$ cat config.mk
export PLATFORM = sky130hd
export DESIGN_NAME = dsp_host_port
export DESIGN_NICKNAME = d
export VERILOG_FILES = /design/src/core/dsp_pkg.sv /design/src/core/dsp_host_port.sv
export VERILOG_INCLUDE_DIRS = /design/src /design/src/core
export SDC_FILE = /design/constraint.sdc
export NUM_CORES = 1
export LEC_CHECK = 0
export ABC_AREA = 1
export BUFFER_PORTS_ARGS = -buffer_cell sky130_fd_sc_hd__buf_2
export CORE_ASPECT_RATIO = 1.5
export CORE_MARGIN = 5
export CORE_UTILIZATION = 45
export CTS_CLUSTER_SIZE = 8
export DETAILED_ROUTE_END_ITERATION = 6
export MAX_ROUTING_LAYER = met4
export REMOVE_ABC_BUFFERS = 1
export SYNTH_ARGS = -nofsm -noshare
export SYNTH_HDL_FRONTEND = slang
export SYNTH_SLANG_ARGS = --single-unit
export TNS_END_PERCENT = 50
$ cat constraint.sdc
create_clock -name clk_sys_in -period 5.6 [get_ports clk_sys_in]
set_input_delay 1.12 -clock clk_sys_in [delete_from_list [all_inputs] [get_ports clk_sys_in]]
set_output_delay 1.12 -clock clk_sys_in [all_outputs]
set_load 0.01 [all_outputs]
$ cat src/core/dsp_defines.svh
// Constants of the dual serial register host port.
// Assumes inclusion by the design file only.
`ifndef DSP_DEFINES_SVH
`define DSP_DEFINES_SVH
`define DSP_CHIP_OWN_HI 3'h4
`define DSP_CHIP_BCAST 5'h15
`define DSP_SPI_DIR_BIT 5
`define DSP_I2C_FM_KHZ 400
`define DSP_I2C_FMP_KHZ 1000
`define DSP_SPI_MAX_KHZ 12000
`define DSP_CLK_KHZ 250000
// Idle pin levels {select, strap lo, strap hi, scl, sda, sclk, ss_n, mosi}
`define DSP_PIN_IDLE 8'h7A
`endif

$ cat src/core/dsp_pkg.sv
// Types shared by the host port.
// Assumes dsp_defines.svh is available.
package dsp_pkg;
  typedef logic [9:0] dsp_addr_t;
  typedef struct packed {
    logic wr;
    logic rd;
    logic [9:0] addr;
    logic [7:0] wdata;
  } dsp_req_s;
endpackage : dsp_pkg

$ cat src/core/dsp_host_port.sv
// Dual serial (I2C follower / SPI follower) register host port.
// Assumes a register file answering reads combinationally on reg_rdata_in.
// How it works
// [RULE_01] Select pin high gives SPI, low I2C
// [RULE_02] Sampled at 250 MHz, fine to 1 MHz
// [RULE_03] SDA changes only while SCL is low
// [RULE_04] Repeated start handled like first start
// [RULE_05] Bus busy from start until stop
// [RULE_06] Acknowledge each received byte on ninth clock
// [RULE_07] Leader NACK ends read data
// [RULE_08] Byte one: chip, addr 9..8, direction
// [RULE_09] Own address 100+straps, broadcast 10101
// [RULE_10] Byte two carries address bits 7..0
// [RULE_11] Address auto-increments after each data byte
// [RULE_12] Two straps give four distinct addresses
// [RULE_13] SPI follower only, up to 12 MHz
// [RULE_14] MISO driven only during reads, select low
// [RULE_15] Select high resets SPI state
// [RULE_16] Sample on SCLK rise, launch on fall
// [RULE_17] SPI byte one holds address 9..2
// [RULE_18] SPI byte two: addr 1..0, direction, ignored
// [RULE_19] Host gives each device its own select
// [RULE_20] Data bytes write or read, then advance
`include "dsp_defines.svh"
`timescale 1ns/1ps
`default_nettype none
module dsp_host_port (
  input wire logic clk_sys_in,
  input wire logic rst_n_in,
  input wire logic interface_select_pin_in,
  input wire logic chip_address_strap_low_in,
  input wire logic chip_address_strap_high_in,
  input wire logic scl_in,
  input wire logic sda_in,
  output logic sda_out,
  output logic sda_oe_n_out,
  input wire logic sclk_in,
  input wire logic ss_n_in,
  input wire logic mosi_in,
  output logic miso_out,
  output logic miso_oe_n_out,
  output var dsp_pkg::dsp_req_s req_out,
  input wire logic [7:0] reg_rdata_in,
  output logic bus_busy_out
);
  import dsp_pkg::*;

  // Two-stage synchronisers for all pins
  logic [7:0] s1_reg;
  logic [7:0] s2_reg;
  logic [7:0] s3_reg;
  always_ff @(posedge clk_sys_in or negedge rst_n_in) begin
    if (!rst_n_in) begin
      s1_reg <= `DSP_PIN_IDLE; // Idle levels, so no false edge after reset
      s2_reg <= `DSP_PIN_IDLE;
      s3_reg <= `DSP_PIN_IDLE;
    end else begin
      s1_reg <= {interface_select_pin_in, chip_address_strap_low_in,
                 chip_address_strap_high_in, scl_in, sda_in, sclk_in, ss_n_in, mosi_in};
      s2_reg <= s1_reg;
      s3_reg <= s2_reg;
    end
  end
  logic spi_mode;
  logic strap_lo;
  logic strap_hi;
  logic scl;
  logic sda;
  logic sclk;
  logic ss_n;
  logic mosi;
  assign spi_mode = s2_reg[7]; // RULE_01
  assign strap_lo = s2_reg[6];
  assign strap_hi = s2_reg[5];
  assign scl = s2_reg[4];
  assign sda = s2_reg[3];
  assign sclk = s2_reg[2];
  assign ss_n = s2_reg[1];
  assign mosi = s2_reg[0];

  // Edge and condition detection on synchronised copies
  logic scl_rise;
  logic scl_fall;
  logic i2c_start;
  logic i2c_stop;
  logic sclk_rise;
  logic sclk_fall;
  assign scl_rise = scl & ~s3_reg[4]; // RULE_02
  assign scl_fall = ~scl & s3_reg[4];
  assign i2c_start = scl & s3_reg[4] & ~sda & s3_reg[3]; // RULE_04
  assign i2c_stop = scl & s3_reg[4] & sda & ~s3_reg[3];
  assign sclk_rise = sclk & ~s3_reg[2]; // RULE_16
  assign sclk_fall = ~sclk & s3_reg[2];

  // Own chip address from straps plus broadcast
  function automatic logic chip_match(input logic [4:0] c, input logic lo, input logic hi);
    chip_match = (c == {`DSP_CHIP_OWN_HI, hi, lo}) || (c == `DSP_CHIP_BCAST);
  endfunction : chip_match

  typedef enum {I_IDLE, I_CHIP_ADDRESS_STRAP_HIGH, I_ADDR2, I_WDATA, I_RDATA} dsp_i2c_e;
  dsp_i2c_e ist_reg;
  logic [3:0] ibit_reg;
  logic [7:0] ish_reg;
  logic ird_reg;
  logic iack_reg;
  logic [9:0] iaddr_reg;
  logic [7:0] iout_reg;
  logic req_wr_next;
  logic req_rd_next;
  logic [9:0] req_addr_next;
  logic [7:0] req_data_next;

  // I2C follower state machine, bit counted on SCL rise, SDA driven after SCL fall
  always_ff @(posedge clk_sys_in or negedge rst_n_in) begin
    if (!rst_n_in) begin
      ist_reg <= I_IDLE;
      ibit_reg <= 4'h0;
      ish_reg <= 8'h00;
      ird_reg <= 1'b0;
      iack_reg <= 1'b0;
      iaddr_reg <= 10'h000;
      iout_reg <= 8'hFF;
      sda_oe_n_out <= 1'b1;
      bus_busy_out <= 1'b0;
    end else if (spi_mode) begin
      ist_reg <= I_IDLE;
      sda_oe_n_out <= 1'b1;
      bus_busy_out <= 1'b0;
    end else if (i2c_start) begin
      ist_reg <= I_CHIP_ADDRESS_STRAP_HIGH; // RULE_04
      ibit_reg <= 4'h0;
      sda_oe_n_out <= 1'b1;
      bus_busy_out <= 1'b1; // RULE_05
    end else if (i2c_stop) begin
      ist_reg <= I_IDLE;
      sda_oe_n_out <= 1'b1;
      bus_busy_out <= 1'b0; // RULE_05
    end else if (ist_reg != I_IDLE) begin
      if (scl_rise) begin
        if (ibit_reg == 4'h8) begin
          ibit_reg <= 4'h0;
          if (ist_reg == I_RDATA && sda) begin
            ist_reg <= I_IDLE; // RULE_07
          end
        end else begin
          ish_reg <= {ish_reg[6:0], sda};
          ibit_reg <= ibit_reg + 4'h1;
        end
      end
      if (scl_fall) begin
        if (ibit_reg == 4'h8 && ist_reg != I_RDATA) begin
          iack_reg <= 1'b1;
          case (ist_reg)
            I_CHIP_ADDRESS_STRAP_HIGH: begin
              if (chip_match(ish_reg[7:3], strap_lo, strap_hi)) begin // RULE_09 RULE_12
                iaddr_reg <= {ish_reg[2:1], 8'h00}; // RULE_08
                ird_reg <= ish_reg[0];
                sda_oe_n_out <= 1'b0; // RULE_06
                if (ish_reg[0]) begin
                  ist_reg <= I_RDATA;
                  iout_reg <= reg_rdata_in;
                end else begin
                  ist_reg <= I_ADDR2;
                end
              end else begin
                ist_reg <= I_IDLE;
              end
            end
            I_ADDR2: begin
              iaddr_reg <= {iaddr_reg[9:8], ish_reg}; // RULE_10
              ist_reg <= I_WDATA;
              sda_oe_n_out <= 1'b0; // RULE_06
            end
            default: begin
              iaddr_reg <= iaddr_reg + 10'h001; // RULE_11
              sda_oe_n_out <= 1'b0; // RULE_06
            end
          endcase
        end else if (ist_reg == I_RDATA && ibit_reg < 4'h8) begin
          sda_oe_n_out <= iout_reg[3'(4'h7 - ibit_reg)]; // RULE_03
        end else if (ist_reg == I_RDATA) begin
          sda_oe_n_out <= 1'b1;
          iaddr_reg <= iaddr_reg + 10'h001; // RULE_11
        end else begin
          sda_oe_n_out <= 1'b1; // RULE_03
          iack_reg <= 1'b0;
        end
      end
      if (scl_rise && ibit_reg == 4'h8 && ist_reg == I_RDATA && !sda) begin
        iout_reg <= reg_rdata_in; // RULE_20
      end
    end
  end
  assign sda_out = 1'b0;

  typedef enum {S_CHIP_ADDRESS_STRAP_HIGH, S_ADDR2, S_WDATA, S_RDATA} dsp_spi_e;
  dsp_spi_e sst_reg;
  logic [2:0] sbit_reg;
  logic [7:0] ssh_reg;
  logic [9:0] saddr_reg;
  logic [7:0] sout_reg;
  logic [7:0] sin;
  assign sin = {ssh_reg[6:0], mosi};

  // SPI follower, held in reset while select is high
  always_ff @(posedge clk_sys_in or negedge rst_n_in) begin
    if (!rst_n_in) begin
      sst_reg <= S_CHIP_ADDRESS_STRAP_HIGH;
      sbit_reg <= 3'h0;
      ssh_reg <= 8'h00;
      saddr_reg <= 10'h000;
      sout_reg <= 8'h00;
      miso_out <= 1'b0;
      miso_oe_n_out <= 1'b1;
    end else if (!spi_mode || ss_n) begin
      sst_reg <= S_CHIP_ADDRESS_STRAP_HIGH; // RULE_15
      sbit_reg <= 3'h0;
      miso_oe_n_out <= 1'b1; // RULE_14
    end else begin
      if (sclk_rise) begin // RULE_13
        ssh_reg <= sin; // RULE_16
        sbit_reg <= sbit_reg + 3'h1;
        if (sbit_reg == 3'h7) begin
          case (sst_reg)
            S_CHIP_ADDRESS_STRAP_HIGH: begin
              saddr_reg <= {sin, 2'b00}; // RULE_17
              sst_reg <= S_ADDR2;
            end
            S_ADDR2: begin
              saddr_reg <= {saddr_reg[9:2], sin[7:6]}; // RULE_18
              if (sin[`DSP_SPI_DIR_BIT]) begin
                sst_reg <= S_WDATA;
              end else begin
                sst_reg <= S_RDATA;
              end
            end
            default: begin
              saddr_reg <= saddr_reg + 10'h001; // RULE_11
            end
          endcase
        end
      end
      if (sclk_fall && sst_reg == S_RDATA) begin
        miso_oe_n_out <= 1'b0; // RULE_14
        if (sbit_reg == 3'h0) begin
          miso_out <= reg_rdata_in[7]; // RULE_16
          sout_reg <= {reg_rdata_in[6:0], 1'b0};
        end else begin
          miso_out <= sout_reg[7];
          sout_reg <= {sout_reg[6:0], 1'b0};
        end
      end
    end
  end

  // Register access strobes, one cycle each
  always_comb begin
    req_wr_next = 1'b0;
    req_rd_next = 1'b0;
    req_addr_next = spi_mode ? saddr_reg : iaddr_reg;
    req_data_next = spi_mode ? sin : ish_reg;
    if (spi_mode) begin
      if (!ss_n && sclk_rise && sbit_reg == 3'h7 && sst_reg == S_WDATA) begin
        req_wr_next = 1'b1; // RULE_20
      end
      if (!ss_n && sclk_fall && sbit_reg == 3'h0 && sst_reg == S_RDATA) begin
        req_rd_next = 1'b1;
      end
    end else if (scl_fall && ibit_reg == 4'h8 && !i2c_start && !i2c_stop) begin
      req_wr_next = (ist_reg == I_WDATA); // RULE_20
      req_rd_next = (ist_reg == I_RDATA);
    end
  end
  always_ff @(posedge clk_sys_in or negedge rst_n_in) begin
    if (!rst_n_in) begin
      req_out <= '0;
    end else begin
      req_out <= '{wr: req_wr_next, rd: req_rd_next, addr: req_addr_next,
                   wdata: req_data_next};
    end
  end
endmodule : dsp_host_port
`default_nettype wire

# == Yosys cells after proc, flatten, opt, wreduce, memory -nomap -nowiden ==
# Index checks and enable logic that the tools add are counted.
# word_totals
reg_bits,167
latchBits,0
ramBits,0
rom_bits,0
in_bits,18
out_inout_bits,25
wordCells,182
memories,0
# op_classes
addsub,5
multipliers,0
div_mod_pow,0
order_cmp,2
n_eq_ne,17
shift,0
mux,62
bitwise_logic,21
reduce_logical,52
# ops
op,count
$mux W32,13
$pmux W32 S2,2
$eq A32 B3 Y1 const B,3
$eq A32 B1 Y1 const B,2
$mux W8,8
$mux W10,5
$pmux W10 S2,2
$eq A32 B2 Y1 const B,1
$eq A32 B4 Y1 const B,1
$logic_not A32 Y1,1
$ne A32 B4 Y1 const B,1
$reduce_bool A32 Y1,1
$mux W1,23
$reduce_bool A2 Y1,11
$add A10 B1 Y10 const B,2
$mux W4,5
$reduce_and A9 Y1,2
$logic_and A1 B1 Y1,16
$not A1 Y1,12
$and A1 B1 Y1,9
$mux W3,3
$reduce_and A3 Y1,3
$reduce_and A4 Y1,2
$reduce_and A8 Y1,1
20 further kinds,30

# == Depth between registers and ports, before layout ==
# logic_depth
word_depth,12
mapped_depth,12
mapped_depth_nobuf,11

# == Least setup slack after synthesis ==
# Ideal clock, no wire load.
# synth_timing
path_type,reg2reg
startpoint,register ibit_reg[0]
endpoint,register ist_reg[22]
arrival_ps,1718
t_required_ps,5485
slack_ps,3768
path_stages_with_launch,11
path_buffers,3
synth_period_minus_slack_ps,1832
cell_sequence,dfrtp_1 buf_6 or2_4 nor3_4 inv_2 nor2_4 nand3_2 nand3_1 buf_4 buf_8 nor2_2
# synth_via
elab_chain_cells,10
# synth_rtl
item,line,rtl
"start, declared",dsp_host_port.sv:102,logic [3:0] ibit_reg;
"start signal, assigned",dsp_host_port.sv:147,ibit_reg <= ibit_reg + 4'h1;
$eq A4 B4 Y1 *,"dsp_host_port.sv:140, dsp_host_port.sv:151",
$mux W32,dsp_host_port.sv:140,if (ibit_reg == 4'h8) begin
$mux W32,dsp_host_port.sv:139,if (scl_rise) begin
$pmux W32 S2,dsp_host_port.sv:153,case (ist_reg)
$mux W32,dsp_host_port.sv:151,if (ibit_reg == 4'h8 && ist_reg != I_RDATA) begin
$mux W32 *,dsp_host_port.sv:150,if (scl_fall) begin
$mux W32 *,dsp_host_port.sv:138,end else if (ist_reg != I_IDLE) begin
$mux W32 *,dsp_host_port.sv:134,end else if (i2c_stop) begin
$mux W32 *,dsp_host_port.sv:129,end else if (i2c_start) begin
$mux W32 *,dsp_host_port.sv:125,end else if (spi_mode) begin
"end signal, assigned",dsp_host_port.sv:126,ist_reg <= I_IDLE;
"end signal, assigned",dsp_host_port.sv:130,ist_reg <= I_CHIP_ADDRESS_STRAP_HIGH;
"end signal, assigned",dsp_host_port.sv:135,ist_reg <= I_IDLE;
"end, declared",dsp_host_port.sv:101,dsp_i2c_e ist_reg;
# Mark *: on every way between the ends. The rest lies on a longest branch, timed or not. The select of a mux whose other input is x is not followed.
# A chain may end at the register's enable or synchronous reset.

# == Final worst setup path ==
# layout_timing
startpoint,register s2_reg[7]
endpoint,register saddr_reg[4]
# layout_via
elab_chain_cells,4
# layout_rtl
item,line,rtl
"start, declared",dsp_host_port.sv:50,logic [7:0] s2_reg;
"start signal, assigned",dsp_host_port.sv:55,s2_reg <= `DSP_PIN_IDLE;
"start signal, assigned",dsp_host_port.sv:60,s2_reg <= s1_reg;
$logic_not A1 Y1,dsp_host_port.sv:215,end else if (!spi_mode || ss_n) begin
$logic_or A1 B1 Y1,dsp_host_port.sv:215,
$not A1 Y1 (no source line),-,
$reduce_and A4 Y1 (no source line),-,
"end signal, assigned",dsp_host_port.sv:226,"saddr_reg <= {sin, 2'b00};"
"end signal, assigned",dsp_host_port.sv:230,"saddr_reg <= {saddr_reg[9:2], sin[7:6]};"
"end signal, assigned",dsp_host_port.sv:238,saddr_reg <= saddr_reg + 10'h001;
"end, declared",dsp_host_port.sv:200,logic [9:0] saddr_reg;
# Every way passes these cells.

==> reports/qor.yml <==
yosys:
  synth.avg_cell_area_um2: 8.58
  synth_edf_count: 0
  netlist_area_mm2: 0.00600
  synth.largest_area_cell: "dfrtp_1"
  synth-seq-cells: 134
  ys_async_sr_fraction_pct: 100
  netlist_instances: 699
  ys.flop_type: "dfrtp_1"
  synthTopCellsByArea: "dfrtp_1 47%, nand2_1 11%, dfstp_2 9.6%"
  ys_warn_count: 0
  synth.distinct_cells: 41
  yosysMostFrequentCell: "nand2_1"
  synthTopCellsByCount: "172 x nand2_1, 112 x dfrtp_1, 95 x nor2_1"
  yosys.area.top_type_share_pct: 46.7
  seq_area_frac_synth_pct: 56.3
global_routing:
  use_met1_pct: 21.0
  grt_antenna_before_repair: 0
  grt_max_degree: 76
  grt.overflow.total: 0
  grt_pass1_vias: 4720
  grt-busiest-layer: "met2"
  gr-usage-met2_pct: 31.3
  grt_pass1_wl_um: 22700
  met3_usage_pct: 4.35
  gr-usage-all-layers_pct: 18.6
die:
  core_area_mm2: 0.0130
  io_pins: 43
  die-width_um: 104
  die_area_mm2: 0.0158
  fp-row-count: 51
  fp.dieH_um: 151
  initial_core_util_pct: 46.1
placement:
  io_buffers: 41
  dpl.cell_count: 884
  gp_congestion: 0.922
  place_hpwl_um: 9730
setup_path:
  r2r_setup_slack_ns: 2.75
  worstPathArrival_ns: 3.15
  crit_type: "flip-flop to flip-flop"
  crit_path_end_kind: "flip-flop"
  cp_data_required_time_ns: 5.90
  startpoint_type: "flip-flop"
  worstPathMaxFanout: 36
timing:
  whs_ns: 0.349
  max_slew.worst_pin.slew_ns: 1.01
  setup_viol: 0
  totalNegativeSetupSlack_ns: 0
  post-route-period-util_pct: 50.8
  slew_headroom_pct: 33.0
  hold_viol: 0
  skew_ns: 0.00761
  min_period_ns: 2.85
  grt_setup_unrepaired: "false"
  fmax_ghz: 0.351
  slew_violations: 0
clock_network:
  cts_max_path_buffers: 2
  clock_latency_ns: 0.42
  postCtsResizedCells: 0
  cts_tree: "yes"
  cts_setup_buffers: 0
  holdBufCountCts: 0
  numCtsBuffers: 17
  cts.sinks: 134
  clkSlewWorstSetupHoldPaths_ns: 0.06
  htree_levels: 4
  root_buffer: "clkbuf_16"
job:
  cap_violations: 0
final_layout:
  ff_latch_area_mm2: 0.00338
  n_fill_cell: 1235
  multiInputGateArea_mm2: 0.00217
  largest_reg_flops: 32
  fin_cells: 916
  syn2layout_area_growth_pct: 16.6
  nets: 768
  drive_gt1_share_pct: 15.7
  final_util_pct: 53.8
  antenna_cells: 0
drt:
  avgViaCountPerCell: 5.12
  num_vias: 4688
  ant_nets: 0
  route.detailed.drc: 0
  firstDrtPassIters: 5
  drt-initial-drc-count: 199
  wl_per_cell_um: 14.8
  routed_wl_um: 13500
power_and_ir_drop:
  p_per_area_mw_per_mm2: 341
  power.total_mw: 2.39
  vdd_drop_max_uv: 217
  p_leak_nw: 3.26
min_path:
  hold_path.class: "flip-flop to flip-flop"
outcome:
  status: "completed"
==> per-layer routing <==
metal	vias up	part of all wire [%]
met4	0	3.3
met1	2232	41
met2	122	52
li1	2306	-
met5	-	0
met3	28	3.6
==> metrics by stage <==
| stage | area (um2) | setup WS, ns |
|---|---|---|
| detailed placement | 6330 | 2.85 |
| finish | 7000 | 2.75 |
| global route | 7000 | 2.42 |
| CTS | 7000 | 2.81 |
| global placement | 6330 | 2.95 |
| floorplan | 5900 | 3.38 |
==> critical path: stages (launching register included) <==
cell	delay, ns
dfrtp_1	1.00
inv_2	0.20
nor2_1	0.17
inv_1	0.11
nor2_1	0.25
inv_1	0.14
nor2_2	0.47
o21ai_0	0.18
o21ai_0	0.11
a21oi_1	0.08
==> cell usage in the layout (no fill, tap or decap), types with 2 or more instances in the layout <==
cell and n:
a21oi_1 9, clkinv_4 2, dfrtp_1 112, buf_2 40, xor2_1 8, clkinvlp_4 2, inv_1 89, inv_2 2
dfstp_2 22, o22ai_1 5, buf_4 2, ha_1 6, nand2_1 172, nand3_2 2, nor2_1 95, nand4_1 8
o221ai_1 2, a31oi_1 13, nand3_1 39, clkbuf_1 2, bufinv_16 6, o21ai_0 61, nor3_1 6, a211oi_1 2
nor2_2 12, clkbuf_16 17, o21bai_1 2
==> final timing paths <==
check                               start      endpoint  depth (start not counted)
worst min register to register  s1_reg[2]     s2_reg[2]                          0
min in group asynchronous        rst_n_in    req_out[3]                          1
worst min-delay path            s1_reg[2]     s2_reg[2]                          0
max in group asynchronous        rst_n_in     s1_reg[0]                          2
worst max register to register  s2_reg[7]  saddr_reg[4]                          9
worst max-delay path            s2_reg[7]  saddr_reg[4]                          9
==> power by group <==
part           switching (mW)  internal [mW]
Combinational          0.0666         0.0300
Sequential             0.0264          0.998
Clock                   0.417          0.848
Total                   0.510           1.88
==> cell families after synthesis <==
| family | count (synthesis) | share of synthesized area [%] |
|---|---|---|
| buf+inv | 109 | 7.42 |
| xor+xnor | 9 | 1.31 |
| fa+ha+maj | 6 | 1.25 |
| compound gates | 97 | 9.05 |
| mux | 1 | 0.167 |
| other cells | 1 | 0.0625 |
| flops | 134 | 56.3 |
| simple gates | 342 | 24.4 |
==> cell type report <==
type / instances / share of cell area [%]
clock buffers: 20 / 6.38
clock inverters: 12 / 3.24
multi-input cells: 456 / 31.1
well taps: 159 / 2.84
inverters: 92 / 4.93
repair buffers: 43 / 3.24
flip-flops and latches: 134 / 48.3
(Power assumes the default switching activity.)
